**config.mk**
```make
export PLATFORM = sky130hd
export DESIGN_NAME = timer_window_capture_pulse_gen
export DESIGN_NICKNAME = d
export VERILOG_FILES = /design/src/common/timer_pkg.sv /design/src/rtl/timer_window_capture_pulse_gen.sv
export SDC_FILE = /design/constraint.sdc
export NUM_CORES = 1
export LEC_CHECK = 0
export BUFFER_PORTS_ARGS = -buffer_cell sky130_fd_sc_hd__buf_2
export CORE_MARGIN = 3
export CORE_UTILIZATION = 50
export CTS_CLUSTER_DIAMETER = 80
export CTS_CLUSTER_SIZE = 20
export DETAILED_ROUTE_END_ITERATION = 10
export GPL_ROUTABILITY_DRIVEN = 1
export PLACE_DENSITY = 0.69
export SYNTH_ARGS = -nofsm -noshare
export SYNTH_HDL_FRONTEND = slang
export SYNTH_SLANG_ARGS = --single-unit
```
**constraint.sdc**
```tcl
create_clock -name i_clk -period 3.1 [get_ports i_clk]
set_clock_uncertainty 0.1 [all_clocks]
set_input_delay 0.93 -clock i_clk [delete_from_list [all_inputs] [get_ports i_clk]]
set_output_delay 0.93 -clock i_clk [all_outputs]
set_load 0.05 [all_outputs]
```
**src/common/timer_pkg.sv**
```systemverilog
/*
  Package for the window, capture and pulse generator timer block.
  Holds register offsets, control field layout, mode and start codes,
  prescaler taps and the bus request carrier. Assumes a single 100 MHz clock.
*/
package timer_pkg;

  // Register byte offsets on the plain register port.
  localparam logic [7:0] CTRL_OFS   = 8'h00;
  localparam logic [7:0] PERIOD_OFS = 8'h04;
  localparam logic [7:0] DUTY_OFS   = 8'h08;
  localparam logic [7:0] COUNT_OFS  = 8'h0C;

  // Data width of counter, compare and capture registers.
  localparam int CNT_W = 16;

  // Codes of the mode field.
  localparam logic [2:0] MODE_TIMER   = 3'h0;
  localparam logic [2:0] MODE_WINDOW  = 3'h3;
  localparam logic [2:0] MODE_MEASURE = 3'h4;
  localparam logic [2:0] MODE_PULSE   = 3'h6;

  // Codes of the start-edge select field.
  localparam logic [1:0] SEL_STOP = 2'h0;
  localparam logic [1:0] SEL_CMD  = 2'h1;
  localparam logic [1:0] SEL_RISE = 2'h2;
  localparam logic [1:0] SEL_FALL = 2'h3;

  // Prescaler width and the divide exponent of each source clock select code.
  localparam int PRESC_W = 11;
  localparam int TAP0    = 11;
  localparam int TAP1    = 7;
  localparam int TAP2    = 3;
  localparam int TAP3    = 1;

  // Control register layout, bit 15 down to bit 0.
  typedef struct packed {
    logic [5:0] spare;
    logic       output_initial_level;
    logic       pulse_repeat_mode;
    logic       capture_edge_mode;
    logic [1:0] source_clock_select;
    logic [2:0] mode_field;
    logic [1:0] start_edge_select;
  } ctrl_t;

  localparam logic [15:0] CTRL_RST = 16'h0000;

  // One register port request.
  typedef struct packed {
    logic [7:0]  addr;
    logic [15:0] wdata;
    logic        wr;
    logic        rd;
  } bus_req_t;

  // Counter sequencing states.
  typedef enum logic [1:0] {ST_STOP, ST_WAIT, ST_RUN} run_state_t;

endpackage : timer_pkg

```
**src/rtl/timer_window_capture_pulse_gen.sv**
```systemverilog
/*
  Sixteen-bit up-counting timer with window count, pulse width capture and
  programmable pulse output modes, reached over a plain register port.
  Assumes the timer input pin is asynchronous and the bus master is on i_clk.
*/
// Function
// - Window mode counts rising edges of pin level ANDed with source clock.
// - Select code 10 counts while pin high, 11 while pin low.
// - Window counter equal to period raises interrupt and clears counter.
// - Measurement starts counting at selected trigger edge, then counts source clock.
// - Capture mode bit 1 is single-edge capture, 0 is double-edge capture.
// - Single-edge: opposite edge captures, interrupts, sets counter to one, waits for next trigger.
// - Single-edge: counter holds at one after capture until next trigger.
// - Double-edge: capture at both edges, clear at trigger, keep counting.
// - Pulse mode starts on pin edge or command; repeat bit picks one-shot.
// - Continuous pulse toggles at duty match, toggles and clears at period.
// - Writing stop during pulse output stops counter, output level held.
// - One-shot toggles at both matches, then clears select and stops.
// - Output pin is inverse of flop; initial bit sets start level; reset clears.
`timescale 1ns/1ps
`default_nettype none

module timer_window_capture_pulse_gen #(
  parameter int CNT_W = timer_pkg::CNT_W
) (
  input  wire logic                 i_clk,
  input  wire logic                 i_rst,
  input  wire timer_pkg::bus_req_t  i_bus,
  output logic [15:0]               o_rdata,
  input  wire logic                 i_timer_input_pin,
  output logic                      o_pulse_out_pin_n,
  output logic                      o_timer_match_irq
);

  timer_pkg::ctrl_t        ctrl_reg;
  timer_pkg::ctrl_t        wr_ctrl;
  timer_pkg::run_state_t   state_reg;
  logic [CNT_W-1:0]        cnt_reg;
  logic [CNT_W-1:0]        period_compare_reg;
  logic [CNT_W-1:0]        capture_duty_reg;
  logic [15:0]             rdata_reg;
  logic                    irq_reg;
  logic                    output_toggle_flop;
  logic                    armed_reg;
  logic                    pin_s1_reg;
  logic                    pin_s2_reg;
  logic                    pin_d_reg;
  logic [timer_pkg::PRESC_W-1:0] presc_reg;
  logic                    src_d_reg;
  logic                    gate_d_reg;
  logic                    src_lvl;
  logic                    tick;
  logic                    gate;
  logic                    gtick;
  logic                    rise;
  logic                    fall;
  logic                    trig;
  logic                    opp;
  logic                    running;
  logic                    live;
  logic                    win;
  logic                    meas;
  logic                    pulse;
  logic                    single;
  logic                    ctrl_wr;
  logic                    win_match;
  logic                    m_duty;
  logic                    m_per;
  logic                    cap_ev;
  logic                    oneshot_done;

  // Two-stage synchroniser for the pin, then a third stage for edge detection.
  always_ff @(posedge i_clk) begin
    if (i_rst) begin
      pin_s1_reg <= 1'b0;
      pin_s2_reg <= 1'b0;
      pin_d_reg  <= 1'b0;
    end else begin
      pin_s1_reg <= i_timer_input_pin;
      pin_s2_reg <= pin_s1_reg;
      pin_d_reg  <= pin_s2_reg;
    end
  end

  // Free-running prescaler and delayed copies for rising-edge detection.
  always_ff @(posedge i_clk) begin
    if (i_rst) begin
      presc_reg  <= '0;
      src_d_reg  <= 1'b0;
      gate_d_reg <= 1'b0;
    end else begin
      presc_reg  <= presc_reg + 1'b1;
      src_d_reg  <= src_lvl;
      gate_d_reg <= gate;
    end
  end

  // Source clock level picked from the prescaler tap of the selected divide.
  always_comb begin
    case (ctrl_reg.source_clock_select)
      2'h0:    src_lvl = presc_reg[timer_pkg::TAP0-1];
      2'h1:    src_lvl = presc_reg[timer_pkg::TAP1-1];
      2'h2:    src_lvl = presc_reg[timer_pkg::TAP2-1];
      default: src_lvl = presc_reg[timer_pkg::TAP3-1];
    endcase
  end

  // Decoded modes, edges and the window gate.
  assign running = (ctrl_reg.start_edge_select != timer_pkg::SEL_STOP);
  assign win     = (ctrl_reg.mode_field == timer_pkg::MODE_WINDOW);
  assign meas    = (ctrl_reg.mode_field == timer_pkg::MODE_MEASURE);
  assign pulse   = (ctrl_reg.mode_field == timer_pkg::MODE_PULSE);
  assign single  = ctrl_reg.capture_edge_mode;
  assign tick    = src_lvl & ~src_d_reg;
  assign rise    = pin_s2_reg & ~pin_d_reg;
  assign fall    = ~pin_s2_reg & pin_d_reg;
  assign trig    = (ctrl_reg.start_edge_select == timer_pkg::SEL_FALL) ? fall : rise;
  assign opp     = (ctrl_reg.start_edge_select == timer_pkg::SEL_FALL) ? rise : fall;
  assign ctrl_wr = i_bus.wr && (i_bus.addr == timer_pkg::CTRL_OFS);
  assign wr_ctrl = i_bus.wdata;  // Write data seen through the control field layout.

  // The window gate follows the pin high for code 10 and low for code 11.
  assign gate  = src_lvl & ((ctrl_reg.start_edge_select == timer_pkg::SEL_RISE) ? pin_s2_reg :
                            (ctrl_reg.start_edge_select == timer_pkg::SEL_FALL) ? ~pin_s2_reg : 1'b0);
  assign gtick = gate & ~gate_d_reg;

  // Compare and capture events; all compares use the full counter width.
  // Events need a running select field, so a stop write freezes the output from the cycle after its strobe.
  assign live         = running && (state_reg == timer_pkg::ST_RUN);
  assign win_match    = win && live && gtick && (cnt_reg == period_compare_reg);
  assign m_duty       = pulse && live && tick && (cnt_reg == capture_duty_reg);
  assign m_per        = pulse && live && tick && (cnt_reg == period_compare_reg);
  assign cap_ev       = meas && live && (opp || (!single && trig));
  assign oneshot_done = m_per && ctrl_reg.pulse_repeat_mode;

  // Control register; a one-shot end clears the select field unless software writes.
  always_ff @(posedge i_clk) begin
    if (i_rst) begin
      ctrl_reg <= timer_pkg::CTRL_RST;
    end else if (ctrl_wr) begin
      ctrl_reg <= wr_ctrl;
    end else if (oneshot_done) begin
      ctrl_reg.start_edge_select <= timer_pkg::SEL_STOP;
    end
  end

  // Period compare register, written only by software.
  always_ff @(posedge i_clk) begin
    if (i_rst) begin
      period_compare_reg <= '0;
    end else if (i_bus.wr && (i_bus.addr == timer_pkg::PERIOD_OFS)) begin
      period_compare_reg <= i_bus.wdata[CNT_W-1:0];
    end
  end

  // Capture or duty register; a capture wins over a software write.
  always_ff @(posedge i_clk) begin
    if (i_rst) begin
      capture_duty_reg <= '0;
    end else if (cap_ev) begin
      capture_duty_reg <= cnt_reg;
    end else if (i_bus.wr && (i_bus.addr == timer_pkg::DUTY_OFS)) begin
      capture_duty_reg <= i_bus.wdata[CNT_W-1:0];
    end
  end

  // Counter and its run state for all three modes.
  always_ff @(posedge i_clk) begin
    if (i_rst) begin
      state_reg <= timer_pkg::ST_STOP;
      cnt_reg   <= '0;
    end else if (!running || !(win || meas || pulse)) begin
      state_reg <= timer_pkg::ST_STOP;
      cnt_reg   <= '0;
    end else begin
      case (state_reg)
        timer_pkg::ST_STOP: begin
          cnt_reg <= '0;
          if (win || (pulse && ctrl_reg.start_edge_select == timer_pkg::SEL_CMD)) begin
            state_reg <= timer_pkg::ST_RUN;
          end else begin
            state_reg <= timer_pkg::ST_WAIT;
          end
        end
        timer_pkg::ST_WAIT: begin
          if (trig || (pulse && ctrl_reg.start_edge_select == timer_pkg::SEL_CMD)) begin
            state_reg <= timer_pkg::ST_RUN;
          end
        end
        default: begin
          if (win) begin
            if (win_match) begin
              cnt_reg <= '0;
            end else if (gtick) begin
              cnt_reg <= cnt_reg + 1'b1;
            end
          end else if (meas) begin
            if (opp && single) begin
              cnt_reg   <= {{(CNT_W-1){1'b0}}, 1'b1};
              state_reg <= timer_pkg::ST_WAIT;
            end else if (trig && !single) begin
              cnt_reg <= '0;
            end else if (tick) begin
              cnt_reg <= cnt_reg + 1'b1;
            end
          end else begin
            if (m_per) begin
              cnt_reg <= '0;
              if (ctrl_reg.pulse_repeat_mode) begin
                state_reg <= timer_pkg::ST_STOP;
              end
            end else if (tick) begin
              cnt_reg <= cnt_reg + 1'b1;
            end
          end
        end
      endcase
    end
  end

  // Arming: the flop may be initialised after leaving pulse mode and before a run.
  always_ff @(posedge i_clk) begin
    if (i_rst) begin
      armed_reg <= 1'b1;
    end else if (!pulse) begin
      armed_reg <= 1'b1;
    end else if (state_reg == timer_pkg::ST_RUN) begin
      armed_reg <= 1'b0;
    end
  end

  // Output flop: initial level on an armed pulse-mode write, toggles on matches.
  always_ff @(posedge i_clk) begin
    if (i_rst) begin
      output_toggle_flop <= 1'b0;
    end else if (m_duty || m_per) begin
      output_toggle_flop <= ~output_toggle_flop;
    end else if (ctrl_wr && armed_reg && (wr_ctrl.mode_field == timer_pkg::MODE_PULSE)) begin
      output_toggle_flop <= wr_ctrl.output_initial_level;
    end
  end

  // Shared interrupt pulse for window match, capture and both pulse matches.
  always_ff @(posedge i_clk) begin
    if (i_rst) begin
      irq_reg <= 1'b0;
    end else begin
      irq_reg <= win_match || cap_ev || m_duty || m_per;
    end
  end

  // Read data, valid in the cycle after the read strobe; unmapped reads give zero.
  always_ff @(posedge i_clk) begin
    if (i_rst) begin
      rdata_reg <= 16'h0000;
    end else if (i_bus.rd) begin
      if (i_bus.addr == timer_pkg::CTRL_OFS) begin
        rdata_reg <= ctrl_reg;
      end else if (i_bus.addr == timer_pkg::PERIOD_OFS) begin
        rdata_reg <= 16'(period_compare_reg);
      end else if (i_bus.addr == timer_pkg::DUTY_OFS) begin
        rdata_reg <= 16'(capture_duty_reg);
      end else if (i_bus.addr == timer_pkg::COUNT_OFS) begin
        rdata_reg <= 16'(cnt_reg);
      end else begin
        rdata_reg <= 16'h0000;
      end
    end else begin
      rdata_reg <= 16'h0000;
    end
  end

  // Output pin drives the inverse of the flop, so flop 0 gives a high pin.
  assign o_pulse_out_pin_n = ~output_toggle_flop;
  assign o_timer_match_irq = irq_reg;
  assign o_rdata           = rdata_reg;
endmodule : timer_window_capture_pulse_gen

`default_nettype wire

```
==> metrics.md <==
| Metric | Value |
|---|---|
| Clock Power Share | `0.412` |
| Initial Util | `0.520` |
| Worst Setup EP | `o_rdata[3]$_SDFF_PP0_` |
| Slew headroom | `0.430` |
| Max FO, Critical Path | `7` |
| CP Capture Type | `register` |
| Vias per cell | `5.74` |
| Worst VDD drop | `0.207 mV` |
| Routed met3 length | `756 um` |
| Max-cap violations | `0` |
| Largest net degree at the start of global routing | `64` |
| Synth area leader | `dfxtp_1` |
| Final Wtd Congestion | `0.920` |
| Multi-input logic area | `2950 um2` |
| Status | `finished, final reports clean` |
| Synth top area cells | `dfxtp_1 39%, mux2i_1 8.0%, nor2_1 7.4%` |
| Final hold vios | `0` |
| Pre-antenna DRT Iters | `5` |
| DIE AREA | `11600 um2` |
| Post-CTS Setup Repair Bufs | `0` |
| PortBufs | `46` |
| Sequential fraction of the synthesis area | `0.392` |
| Clk sinks | `101` |
| I/O pin count | `47` |
| Overall routed net length | `13400 um` |
| Reg area | `2020 um2` |
| H-tree Lvls | `3` |
| Metal-1 WL | `6170 um` |
| Synth Register Bits | `101` |
| Endpoints failing setup | `0` |
| Setup TNS | `0 ns` |
| Die width | `108 um` |
| Setup crit start | `i_bus[23]` |
| Crit path launch type | `input port` |
| DRC viols | `0` |
| Switching share of power | `0.218` |
| Max Slew Vio Count | `0` |
| Ys async rst share | `0` |
| N_diodes | `0` |
| Flop pwr share | `0.547` |
| Global route total overflow | `0` |
| Post-route ant nets | `0` |
| Chip height | `108 um` |
| Clock transition at path regs | `0.10 ns` |
| Overall routing resource usage | `0.243` |
| Cts bufs inserted | `9` |
| CTS resizes | `0` |
| Initial antenna violation count | `0` |
| Net Switching | `0.520 mW` |
| RR Endpoint | `cnt_reg[15]$_SDFFE_PP0P_` |
| Global-route wire length before repair | `22100 um` |
| WL met2 | `6100 um` |
| Most numerous cell in the Yosys netlist | `nor2_1` |
| Slew @ Worst Pin | `0.853 ns` |
| Commonest register cell after synthesis | `dfxtp_1` |
| Clk root buf | `clkbuf_8` |
| Fmax | `380 MHz` |
| Tcrit/Tclk final | `0.849` |
| Crit path time final | `2.63 ns` |
| Via count | `4442` |
| CTS tree | `built` |
| Kind of critical path | `input port to register` |
| Post-Syn Nets | `637` |
| EDFF count, synth | `0` |
| Fillcell total | `897` |
| Type of the worst min-delay path | `register to register` |
| Worst-skew pair later-pin latency | `0.37 ns` |
| Synthesized area | `5150 um2` |
| Share of layout cells above drive strength 1 | `0.172` |
| RSZ-0062 raised after global routing | `false` |
| Hold_buf cts | `0` |
| Row cnt | `36` |
| WP data required | `3.21 ns` |
| R2R Setup Slk | `0.66 ns` |
| R2r startpoint | `ctrl_reg[5]$_SDFFE_PP0P_` |
| Highest Signal Layer | `met4` |
| WL/cell | `17.3 um` |
| Comb pwr share | `0.041` |
| DRT iter0 DRCs | `289` |
| Area growth syn-to-layout | `11.2%` |
| Final #Nets | `668` |
| Syn avg cell area | `8.51 um2` |
| Fin area | `5730 um2` |
| Top cells by count, synth | `102 x nor2_1, 101 x dfxtp_1, 49 x a21oi_1, 49 x nand2_1, 41 x mux2i_1` |
| Leakage Power | `2.31 nW` |
| Worst hold start | `ctrl_reg[14]$_SDFFE_PP0P_` |
| CP arrival | `2.74 ns` |
| Cell count after synthesis | `606` |
| Power Dens Cells | `417 nW/um2` |
| YS warnings | `0` |
| Vias in the first global route | `4317` |
| R2R cell count | `7` |
| Int Pwr | `1.87 mW` |
| Max clock buf depth | `2` |
| Core area | `9910 um2` |
| Post-DP HPWL | `9720 um` |
| Placed inst area | `5500 um2` |
| Post-synthesis cell type count | `64` |
| Share of the synthesized area in the top cell type | `0.392` |
[through the flow]
step	cells	utilization	setup WS [ns]	power, mW	hold WS [ns]
after floorplan	606	-	0.518	1.39	0.314
after global placement	759	0.555	0.227	1.43	0.327
after detailed placement	759	0.555	0.182	1.44	0.350
after CTS	774	0.579	0.584	2.40	0.363
after global routing	774	0.579	0.382	2.47	0.378
final	774	0.579	0.468	2.39	0.361
[area by class of cell]
| type | instances | area share |
|---|---|---|
| well taps | 133 | 0.0290 |
| repair buffers | 61 | 0.0598 |
| multi-input cells | 458 | 0.515 |
| flip-flops and latches | 101 | 0.353 |
| inverters | 6 | 0.00393 |
| clock buffers | 11 | 0.0229 |
| clock inverters | 4 | 0.0170 |
[cell usage in the layout (no fill, tap or decap), drive strengths merged, types with 4 or more instances in the layout]
master | synthesis | final
and2 | 4 | 4
xor2 | 14 | 14
inv | 6 | 6
dfxtp | 101 | 101
nand4 | 16 | 16
a2111oi | 8 | 8
clkbuf | 30 | 11
mux2i | 41 | 41
nor2b | 12 | 12
and3 | 6 | 6
buf | 11 | 61
a211oi | 4 | 4
a21oi | 52 | 52
a22oi | 10 | 10
nor2 | 109 | 109
nor3 | 7 | 7
xnor2 | 35 | 35
nand2 | 49 | 49
nand3 | 15 | 15
mux2 | 12 | 12
or3 | 8 | 8
o21ai | 14 | 14
[critical path, stage by stage]
cell and delay [ns]:
buf_2 0.10, nor4_2 0.52, nand4_1 0.45, a2111oi_0 0.74
[kinds of logic (layout without fill, tap and decap cells)]
family	Yosys count	in the layout	synth area share
simple gates	242	242	0.228
fa+ha+maj	2	2	0.00485
buf+inv	47	82	0.0379
flops	101	101	0.392
xor+xnor	49	49	0.0833
mux	54	54	0.110
compound gates	111	111	0.144
[metal layers]
layer | GRT usage | vias to the layer above
met5 | 0 | -
met4 | 0.106 | 0
met3 | 0.0402 | 29
met2 | 0.384 | 142
met1 | 0.328 | 2104
li1 | - | 2167
[worst min-delay path by stage]
| stage | endpoint | slack (ns) | cells after the start |
|---|---|---|---|
| floorplan | pin_s2_reg$_SDFF_PP0_ | 0.31 | 1 |
| finish | ctrl_reg[14]$_SDFFE_PP0P_ | 0.36 | 2 |
| CTS | ctrl_reg[14]$_SDFFE_PP0P_ | 0.36 | 2 |
| detailed placement | ctrl_reg[14]$_SDFFE_PP0P_ | 0.35 | 2 |
| global placement | pin_s2_reg$_SDFF_PP0_ | 0.33 | 1 |
| global route | ctrl_reg[14]$_SDFFE_PP0P_ | 0.38 | 2 |
[power groups by stage]
stage                     sequential, mW  clock (mW)  combinational, mW
final                               1.31       0.984             0.0981
after global placement              1.34           0             0.0955
after floorplan                     1.34           0             0.0504
after CTS                           1.31        1.00             0.0972
after detailed placement            1.34           0             0.0973
after global routing                1.31        1.05              0.106
No activity file was read; power rests on OpenSTA's default activity.
